`src/hw/iisr_regs.vh`:
```
// register offsets, command bits and timing counts for the identity and scratch bank
`ifndef IISR_REGS_VH
`define IISR_REGS_VH
`define IISR_OFF_FACTORY_YEAR 7'h70
`define IISR_OFF_PRODUCT_IDENT 7'h72
`define IISR_OFF_LOT_CODE 7'h74
`define IISR_OFF_SCRATCH_A 7'h76
`define IISR_OFF_SCRATCH_B 7'h78
`define IISR_OFF_SCRATCH_C 7'h7A
`define IISR_OFF_FLASH_LO 7'h7C
`define IISR_OFF_FLASH_HI 7'h7E
`define IISR_OFF_GLOBAL_CMD 7'h68
`define IISR_CMD_FLASH_UPDATE 3
`define IISR_SCRATCH_RESET 16'h0000
`define IISR_FLASH_TIME_US 100
`define IISR_CLK_MHZ 50
`define IISR_FLASH_CYCLES (`IISR_FLASH_TIME_US * `IISR_CLK_MHZ)
`endif

```
`src/hw/iisr_flash_ctl.v`:
```
// flash update sequencer: busy window, write counter and status
`timescale 1ns/1ps
`default_nettype none
`include "iisr_regs.vh"
module iisr_flash_ctl #(
  parameter CYCLES = `IISR_FLASH_CYCLES
)
(
  // clock and reset
  input wire ref_clk_i,
  input wire sys_rst_i,
  // command and result
  input wire start_i,
  input wire fail_i,
  output reg busy_o,
  output reg done_o,
  output reg fail_o,
  output reg [31:0] count_o
);
  reg [31:0] timer;
  always @(posedge ref_clk_i)
  begin
    if (sys_rst_i)
    begin
      busy_o <= 1'b0;
      done_o <= 1'b0;
      fail_o <= 1'b0;
      count_o <= 32'h00000000;
      timer <= 32'h00000000;
    end
    else
    begin
      done_o <= 1'b0;
      if (!busy_o && start_i)
      begin
        busy_o <= 1'b1;
        timer <= CYCLES - 1;
      end
      else if (busy_o)
      begin
        if (timer == 32'h00000000)
        begin
          busy_o <= 1'b0;
          done_o <= 1'b1;
          fail_o <= fail_i;
          if (!fail_i)
            count_o <= count_o + 32'h00000001;
        end
        else
          timer <= timer - 32'h00000001;
      end
    end
  end
endmodule
`default_nettype wire

```
`src/hw/iisr_bank.v`:
```
// identity, scratch and flash write count registers of the upper register map
//
// Notes on behaviour
// - read-only BCD factory year word
// - read-only fixed product identity word
// - read-only lot serial number word
// - three read/write scratch words hold writes
// - scratch persists only after flash update command
// - 32-bit flash count split low/high words
// - flash update copies config, reports status bit
// - commands busy: halt data, ignore requests
`timescale 1ns/1ps
`default_nettype none
`include "iisr_regs.vh"
module iisr_bank #(
  parameter [15:0] FACTORY_YEAR = 16'h2017,
  // arbitrary neutral value
  parameter [15:0] PRODUCT_IDENT = 16'h1234,
  parameter [15:0] LOT_CODE = 16'h0001,
  parameter FLASH_CYCLES = `IISR_FLASH_CYCLES
)
(
  // clock and reset
  input wire ref_clk_i,
  input wire sys_rst_i,
  // register access, 16-bit words at even byte addresses
  input wire [6:0] reg_addr_i,
  input wire reg_wr_i,
  input wire reg_rd_i,
  input wire [15:0] reg_wdata_i,
  output reg [15:0] reg_rdata_o,
  output reg reg_rvalid_o,
  // flash interface
  input wire flash_fail_i,
  output reg [47:0] flash_image_o,
  output reg flash_update_fail_o,
  // command activity
  output reg cmd_busy_o,
  output reg data_halt_o
);
  // command sequencer states, binary coded
  localparam [1:0] CMD_IDLE = 2'b00;
  localparam [1:0] CMD_LAUNCH = 2'b01;
  localparam [1:0] CMD_RUN = 2'b10;

  reg [15:0] scratch_a;
  reg [15:0] scratch_b;
  reg [15:0] scratch_c;
  reg [1:0] cmd_state;
  reg [1:0] next_cmd_state;
  wire flash_start;
  wire busy;
  wire done;
  wire fail;
  wire [31:0] count;
  wire [15:0] writes_lo;
  wire [15:0] writes_hi;
  wire [6:0] hit_addr;
  wire cmd_active;
  wire flash_cmd;
  wire accept_rd;
  wire accept_wr;

  // word address: the odd byte of a pair selects the same word
  function [6:0] word_of;
    input [6:0] a;
    begin
      word_of = {a[6:1], 1'b0};
    end
  endfunction

  function [15:0] read_mux;
    input [6:0] a;
    input [15:0] sa;
    input [15:0] sb;
    input [15:0] sc;
    input [15:0] lo;
    input [15:0] hi;
    begin
      case (word_of(a))
        `IISR_OFF_FACTORY_YEAR: read_mux = FACTORY_YEAR;
        `IISR_OFF_PRODUCT_IDENT: read_mux = PRODUCT_IDENT;
        `IISR_OFF_LOT_CODE: read_mux = LOT_CODE;
        `IISR_OFF_SCRATCH_A: read_mux = sa;
        `IISR_OFF_SCRATCH_B: read_mux = sb;
        `IISR_OFF_SCRATCH_C: read_mux = sc;
        `IISR_OFF_FLASH_LO: read_mux = lo;
        `IISR_OFF_FLASH_HI: read_mux = hi;
        default: read_mux = 16'h0000;
      endcase
    end
  endfunction

  assign flash_start = (cmd_state == CMD_LAUNCH);
  assign cmd_active = busy | flash_start;
  // requests during a command are dropped, not queued, since the host must poll
  assign accept_rd = reg_rd_i && !cmd_active;
  assign accept_wr = reg_wr_i && !cmd_active;
  assign hit_addr = word_of(reg_addr_i);
  // only the flash update bit is acted on; other command bits live elsewhere
  assign flash_cmd = accept_wr && (hit_addr == `IISR_OFF_GLOBAL_CMD) && reg_wdata_i[`IISR_CMD_FLASH_UPDATE];
  // no latch between halves: a host reading both may see a carry in between
  assign writes_lo = count[15:0];
  assign writes_hi = count[31:16];

  // the sequencer times the window and counts writes that complete without failure
  iisr_flash_ctl #(
    .CYCLES(FLASH_CYCLES)
  )
  u_flash
  (
    .ref_clk_i(ref_clk_i),
    .sys_rst_i(sys_rst_i),
    .start_i(flash_start),
    .fail_i(flash_fail_i),
    .busy_o(busy),
    .done_o(done),
    .fail_o(fail),
    .count_o(count)
  );

  // launch lasts one cycle, then the sequencer owns the busy window
  always @*
  begin
    next_cmd_state = cmd_state;
    case (cmd_state)
      CMD_IDLE:
      begin
        if (flash_cmd)
          next_cmd_state = CMD_LAUNCH;
      end
      CMD_LAUNCH:
        next_cmd_state = CMD_RUN;
      CMD_RUN:
      begin
        // a new command may land in the cycle the window closes
        if (flash_cmd)
          next_cmd_state = CMD_LAUNCH;
        else if (!busy)
          next_cmd_state = CMD_IDLE;
      end
      default:
        next_cmd_state = CMD_IDLE;
    endcase
  end

  always @(posedge ref_clk_i)
  begin
    if (sys_rst_i)
      cmd_state <= CMD_IDLE;
    else
      cmd_state <= next_cmd_state;
  end

  // scratch words are volatile; only the image below survives power loss
  always @(posedge ref_clk_i)
  begin
    if (sys_rst_i)
    begin
      scratch_a <= `IISR_SCRATCH_RESET;
      scratch_b <= `IISR_SCRATCH_RESET;
      scratch_c <= `IISR_SCRATCH_RESET;
    end
    else if (accept_wr)
    begin
      case (hit_addr)
        `IISR_OFF_SCRATCH_A: scratch_a <= reg_wdata_i;
        `IISR_OFF_SCRATCH_B: scratch_b <= reg_wdata_i;
        `IISR_OFF_SCRATCH_C: scratch_c <= reg_wdata_i;
        // read-only and unmapped words ignore writes
        default: ;
      endcase
    end
  end

  // rdata holds until the next accepted read
  always @(posedge ref_clk_i)
  begin
    if (sys_rst_i)
    begin
      reg_rdata_o <= 16'h0000;
      reg_rvalid_o <= 1'b0;
    end
    else
    begin
      reg_rvalid_o <= accept_rd;
      if (accept_rd)
        reg_rdata_o <= read_mux(reg_addr_i, scratch_a, scratch_b, scratch_c, writes_lo, writes_hi);
    end
  end

  always @(posedge ref_clk_i)
  begin
    if (sys_rst_i)
    begin
      flash_image_o <= 48'h000000000000;
      flash_update_fail_o <= 1'b0;
      cmd_busy_o <= 1'b0;
    end
    else
    begin
      // snapshot at launch; writes stay refused until the window closes
      if (flash_start)
        flash_image_o <= {scratch_c, scratch_b, scratch_a};
      if (done)
        flash_update_fail_o <= fail;
      cmd_busy_o <= cmd_active;
    end
  end

  // data production halts for the same window as cmd_busy_o, one cycle after the register interface starts refusing
  always @(posedge ref_clk_i)
  begin
    if (sys_rst_i)
      data_halt_o <= 1'b0;
    else
      data_halt_o <= cmd_active;
  end
endmodule
`default_nettype wire

```
`config.mk`:
```
export PLATFORM = sky130hd
export DESIGN_NAME = iisr_bank
export DESIGN_NICKNAME = d
export VERILOG_FILES = /design/src/hw/iisr_flash_ctl.v /design/src/hw/iisr_bank.v
export VERILOG_INCLUDE_DIRS = /design/src /design/src/hw
export SDC_FILE = /design/constraint.sdc
export NUM_CORES = 1
export LEC_CHECK = 0
export ABC_AREA = 1
export BUFFER_PORTS_ARGS = -buffer_cell sky130_fd_sc_hd__buf_4
export CORE_MARGIN = 3
export CORE_UTILIZATION = 40
export CTS_BUF_LIST = sky130_fd_sc_hd__clkbuf_2
export CTS_CLUSTER_DIAMETER = 100
export DETAILED_ROUTE_END_ITERATION = 10
export GPL_ROUTABILITY_DRIVEN = 0
export PLACE_DENSITY = 0.64
export SLEW_MARGIN = 20
export SYNTH_ARGS = -nofsm -noshare
export SYNTH_HDL_FRONTEND = slang
export SYNTH_SLANG_ARGS = --single-unit
```
`constraint.sdc`:
```
create_clock -name ref_clk_i -period 2.55 [get_ports ref_clk_i]
set_clock_uncertainty 0.1 [all_clocks]
set_input_delay 0.51 -clock ref_clk_i [delete_from_list [all_inputs] [get_ports ref_clk_i]]
set_output_delay 0.51 -clock ref_clk_i [all_outputs]
set_load 0.005 [all_outputs]
```
==> flow_summary.ini, run 1 <==
[critical_path]
cp_data_required_time_ps = 3180
crit_path_start_kind = flip-flop
path_cells = inv_1 > nor2_4 > nor2_1 > nand2_1 > nor2_4 > inv_1 > o21ai_0 > a21oi_1
crit_slowest_cell = dfxtp_1
cp_slowest_stage_delay_ps = 390
cp.arrival_ps = 3010
path_buf_inv = 2
reg2reg_depth = 8
cp_top_family = simple AND/OR/NAND/NOR gates
rr_endpoint = scratch_c[11]$_SDFFE_PP0P_
ff2ff_setup_slack_ps = 170
r2r_start = cmd_state[0]$_SDFFE_PP0P_
cp_max_fo = 24
crit_path_end_kind = flip-flop
critPathKind = flip-flop to flip-flop

[sta]
hold_viol = 0
final-setup-viol-count = 0
tightest_slew_ps = 743
fin_crit_ps = 2380
drv_slew = 0
relSlewSlack_pct = 50.4
period_share_pct = 93.4
tns_ps = 0
grt_setup_unrepaired = no
max_freq_mhz = 420

[yosys]
syn_area_mm2 = 0.00879
synth_nets = 1360
synth_top_flop_cell = dfxtp_1
ys_warn_count = 0
ys_ff_latch = 184
synth.largest_area_cell = dfxtp_1
yosysTopAreaCellShare_pct = 41.9
synth_edf_count = 0
synthArstFlopShare_pct = 0
syn_inst = 1330
yosysSeqAreaShare_pct = 41.9
synth.distinct_cells = 30
netlist_top_cells_area = dfxtp_1 42%, nand2_1 14%, nor2_1 11%, o21ai_0 7.9%, a21oi_1 6.0%
synthesis.area_per_instance_um2 = 6.61

[drt]
drtIter0Drc = 793
drc_errors = 0
via_count = 8737
wirelength_mm = 26.4
viasPerCell = 5.06
ant_nets = 0
dr.pass1.iters = 9
wl_per_cell_um = 15.3

[power_and_ir_drop]
power_leakage_nw = 4.44
pwr-share-seq_pct = 59.7
p_sw_share_pct = 30.2
p_int_w = 0.00340
ir_worst_vdd_mv = 0.406
p_per_area_mw_per_mm2 = 471
power.switching_w = 0.00147
p_clk_share_pct = 35.9
p_comb_share_pct = 4.4

[cts]
cts_buffers = 17
root_buffer = clkbuf_2
cts_tree = yes
path_clk_slew_ps = 340
cts_max_level = 4
cts.path.max_buffers = 2
clock_latency_ps = 840
cts_sinks = 184
cts_setup_buffers = 0

[worst_hold_path]
hp-start = reg_wr_i
holdPathEnd = cmd_state[0]$_SDFFE_PP0P_
holdPathStages = 3
hold_class = input port to flip-flop

[die]
die_width_um = 154
rows = 53
die_area_mm2 = 0.0238
ios = 96
start_util_pct = 41.3
core-area_mm2 = 0.0213
dieHeight_um = 154

[cells_and_area]
final_nets = 1469
final_cell_mix = 327 x nand2_1, 251 x nor2_1, 184 x dfxtp_1
final_common_cell = nand2_1
design_area_mm2 = 0.0104
layout-drive-gt1-share_pct = 11.7
syn2layout_area_growth_pct = 17.7
nFillCells = 2178

[place]
dp_hpwl_mm = 19.1
port_buffers = 94
place_area_mm2 = 0.00981

[grt]
grt_max_degree = 100
track_usage_pct = 21.5
overflow = 0
grt_pass1_vias = 7963
grt_pass1_wl_mm = 41.4
grt_antenna_before_repair = 1

[run]
cap_violations = 0

[outcome]
status = finished, final reports clean
## final cells by class
cell class | instances | area, um^2 | share of cell area (%)
diodes | 1 | 2.50 | 0.0242
multi-input cells | 973 | 4430 | 42.8
clock buffers | 17 | 85.1 | 0.822
clock inverters | 15 | 223 | 2.15
flip-flops and latches | 184 | 3680 | 35.6
inverters | 124 | 465 | 4.50
repair buffers | 139 | 1110 | 10.8
well taps | 275 | 344 | 3.32
## registers in the layout (all words and copies together) (netlist names)
name	count
flash_image_o	48
data_halt_o	1
reg_rdata_o	16
u_flash.count_o	32
scratch_c	16
u_flash.busy_o	1
u_flash.timer	32
u_flash.done_o	1
scratch_a	16
flash_update_fail_o	1
u_flash.fail_o	1
scratch_b	16
reg_rvalid_o	1
cmd_state	2
## tightest hold or removal path, cell delays in order
cell     delay (ps)
buf_4           120
nand2_1         280
nor4_1           90
## per-stage QoR
stage	setup WS, ps	utilization, %	total power [W]	hold slack, ps	cells
global route	12.1	48.6	0.00505	19.3	1728
CTS	181	48.6	0.00491	25.4	1727
detailed placement	3.31	46.1	0.00314	320	1672
floorplan	702	-	0.00305	297	1330
global placement	56.7	46.1	0.00314	311	1672
finish	169	48.6	0.00488	71.6	1728
## synthesized netlist by cell type, types with 2 or more instances
library cell / number
nor2_4: 6
o22ai_1: 9
xor2_1: 23
nand2_2: 4
nand3_1: 48
nor2_2: 2
dfxtp_1: 184
buf_2: 14
xnor2_1: 3
buf_4: 3
ha_1: 2
o21ai_0: 138
nand2_4: 2
nor2_8: 2
inv_1: 123
a21oi_1: 106
nand2_1: 328
and3_1: 3
o211ai_1: 7
nor2_1: 252
nor3_1: 14
nand4_1: 14
nand3b_1: 6
clkbuf_1: 31
## routing by layer
metal	part of all wire, %	GRT usage (%)
met1	48	31.2
met2	44	33.0
met3	6.4	3.64
met4	1.6	5.85
met5	0	0
## worst max-delay path by stage
stage / start / slack (ps) / endpoint / depth (start not counted)
finish: cmd_state[0]$_SDFFE_PP0P_ / 170 / scratch_c[11]$_SDFFE_PP0P_ / 8
global route: u_flash.timer[0]$_SDFFE_PP0P_ / 10 / u_flash.timer[7]$_SDFFE_PP0P_ / 13
CTS: cmd_state[0]$_SDFFE_PP0P_ / 180 / scratch_a[13]$_SDFFE_PP0P_ / 8
detailed placement: reg_addr_i[3] / 3 / scratch_a[3]$_SDFFE_PP0P_ / 9
global placement: reg_addr_i[3] / 60 / scratch_a[4]$_SDFFE_PP0P_ / 9
floorplan: reg_addr_i[3] / 700 / scratch_a[13]$_SDFFE_PP0P_ / 9
## power by group through the flow
stage	Sequential, W	Clock (W)	Combinational [W]
2_1_floorplan	0.00295	0	0.0000988
3_3_place_gp	0.00295	0	0.000186
3_5_place_dp	0.00295	0	0.000186
4_1_cts	0.00291	0.00179	0.000214
5_1_grt	0.00291	0.00190	0.000236
6_report	0.00291	0.00175	0.000216
## cells by family after synthesis
kind of cell    count (synthesis)  share of synthesized area [%]
flops                         184                           41.9
buf+inv                       173                           7.80
simple gates                  683                           32.1
xor+xnor                       26                           2.59
fa+ha+maj                       2                          0.285
compound gates                262                           15.3
## repair_timing
action	in CTS	in global routing
hold endpoints to repair	70	0
resized for setup	0	1
setup endpoints to repair	0	19
hold buffers	23	0
No activity file was read; power rests on OpenSTA's default activity.
==> inputs of run 2 (changes only) <==
- CELL_PAD_IN_SITES_DETAIL_PLACEMENT: not set -> 0
- CELL_PAD_IN_SITES_GLOBAL_PLACEMENT: not set -> 2
- CORE_UTILIZATION: 40 -> 33
- PLACE_DENSITY: 0.64 -> 0.87
==> run 2 against run 1 <==
Count of clock-buffer cells in the layout unchanged. Non-clock buffer count up 10. Setup slack worse by 49 ps. Fmax down 2.0%. Highest routed layer unchanged.
==> flow_summary.ini, run 2 (synthesized netlist as in run 1, its figures left out) <==
[outcome]
status = finished, final reports clean

[worst_hold_path]
hold_class = input port to flip-flop
holdPathEnd = cmd_state[0]$_SDFFE_PP0P_
hp-start = reg_wr_i
holdPathStages = 3

[sta]
relSlewSlack_pct = 50.6
tightest_slew_ps = 739
final-setup-viol-count = 0
whs_ps = 86.7
drv_slew = 0
tns_ps = 0
hold_viol = 0
period_share_pct = 95.3
max_freq_mhz = 411
fin_crit_ps = 2430
grt_setup_unrepaired = no

[place]
dp_cells = 1740
port_buffers = 94
dp_hpwl_mm = 21.5

[grt]
track_usage_pct = 20.3
grt_pass1_wl_mm = 46.1
grt_pass1_vias = 8416
overflow = 0
grt_max_degree = 71
grt_antenna_before_repair = 1

[drt]
drtIter0Drc = 617
wirelength_mm = 29.2
via_count = 8761
viasPerCell = 4.87
dr.pass1.iters = 5
wl_per_cell_um = 16.2
ant_nets = 0
drc_errors = 0

[power_and_ir_drop]
power.switching_w = 0.00149
p_per_area_mw_per_mm2 = 464
power_leakage_nw = 4.49
p_sw_share_pct = 30.5
p_int_w = 0.00339
p_comb_share_pct = 4.7
pwr-share-seq_pct = 59.7
ir_worst_vdd_mv = 0.235
p_clk_share_pct = 35.6

[die]
die_area_mm2 = 0.0286
rows = 59
die_width_um = 169
dieHeight_um = 169
core-area_mm2 = 0.0261
start_util_pct = 33.6
ios = 96

[cells_and_area]
final_cell_mix = 326 x nand2_1, 251 x nor2_1, 184 x dfxtp_1
final_common_cell = nand2_1
syn2layout_area_growth_pct = 19.6
largest_reg_flops = 48
post-route-util_pct = 40.2
layout-drive-gt1-share_pct = 12.4
fin_cells = 1799
final_nets = 1480
largest-register = flash_image_o
top_regs = flash_image_o (48), u_flash.count_o (32), u_flash.timer (32)
nFillCells = 2858

[cts]
cts_buffers = 17
path_clk_slew_ps = 400
cts_setup_buffers = 0
cts_tree = yes
clock_latency_ps = 830
cts_sinks = 184
cts.path.max_buffers = 2
root_buffer = clkbuf_2
cts_max_level = 4

[run]
cap_violations = 0

[critical_path]
ff2ff_setup_slack_ps = 120
critPathKind = flip-flop to flip-flop
cp.arrival_ps = 3140
r2r_start = cmd_state[0]$_SDFFE_PP0P_
reg2reg_depth = 9
crit_path_end_kind = flip-flop
crit_path_start_kind = flip-flop
critPathLaunch = cmd_state[0]$_SDFFE_PP0P_
cp_max_fo = 12
cp_data_required_time_ps = 3260
rr_endpoint = scratch_a[4]$_SDFFE_PP0P_
==> run 2: per-stage QoR <==
step	setup WS [ps]	area, um^2	power (W)
after floorplan	702	8790	0.00305
after global placement	234	9950	0.00315
after detailed placement	212	9950	0.00315
after CTS	135	10500	0.00493
after global routing	18.5	10500	0.00507
final	120	10500	0.00487
==> run 2: how the worst max path moves through the flow <==
stage,to,slack (ps),depth (start not counted)
2_1_floorplan,scratch_a[13]$_SDFFE_PP0P_,700,9
3_3_place_gp,scratch_a[3]$_SDFFE_PP0P_,230,9
3_5_place_dp,scratch_a[1]$_SDFFE_PP0P_,210,9
4_1_cts,scratch_a[4]$_SDFFE_PP0P_,130,9
5_1_grt,scratch_a[4]$_SDFFE_PP0P_,20,9
6_report,scratch_a[4]$_SDFFE_PP0P_,120,9
==> run 2: layer usage <==
layer	part of all wire [%]	track usage (%)	up-vias
met3	5.1	3.59	36
met4	2.1	6.01	0
met5	0	0	-
met2	46	32.6	220
li1	-	-	4496
met1	47	28.2	4009
==> run 2: worst max-delay path, cell delays in order (launching register included) <==
cell and delay, ps:
dfxtp_1 400, inv_1 110, nor2_4 50, nor2_1 140, nand2_1 250, nor2_4 240, clkinvlp_4 280, o21ai_0 250
dlygate4sd3_1 580, a21oi_1 40
==> run 2: power by group through the flow <==
stage	combinational [W]	clock (W)	sequential (W)
after CTS	0.000230	0.00179	0.00291
after global placement	0.000202	0	0.00295
final	0.000231	0.00173	0.00291
after detailed placement	0.000200	0	0.00295
after floorplan	0.0000988	0	0.00295
after global routing	0.000253	0.00191	0.00292
==> run 2: cell type report <==
class / instances / area (um^2) / share of cell area [%]
Clock inverter: 15 / 211 / 2.01
Timing Repair inverter: 1 / 5.00 / 0.0476
Antenna cell: 1 / 2.50 / 0.0238
Tap cell: 335 / 419 / 3.99
Timing Repair Buffer: 149 / 1210 / 11.5
Inverter: 124 / 469 / 4.46
Sequential cell: 184 / 3680 / 35.0
Clock buffer: 17 / 85.1 / 0.809
Multi-Input combinational cell: 973 / 4430 / 42.2
==> run 2: what timing repair did <==
action	4_1_cts	5_1_grt
hold endpoints to repair	69	0
hold buffers	25	0
resized for setup	0	4
endpoints found under the setup margin	0	13
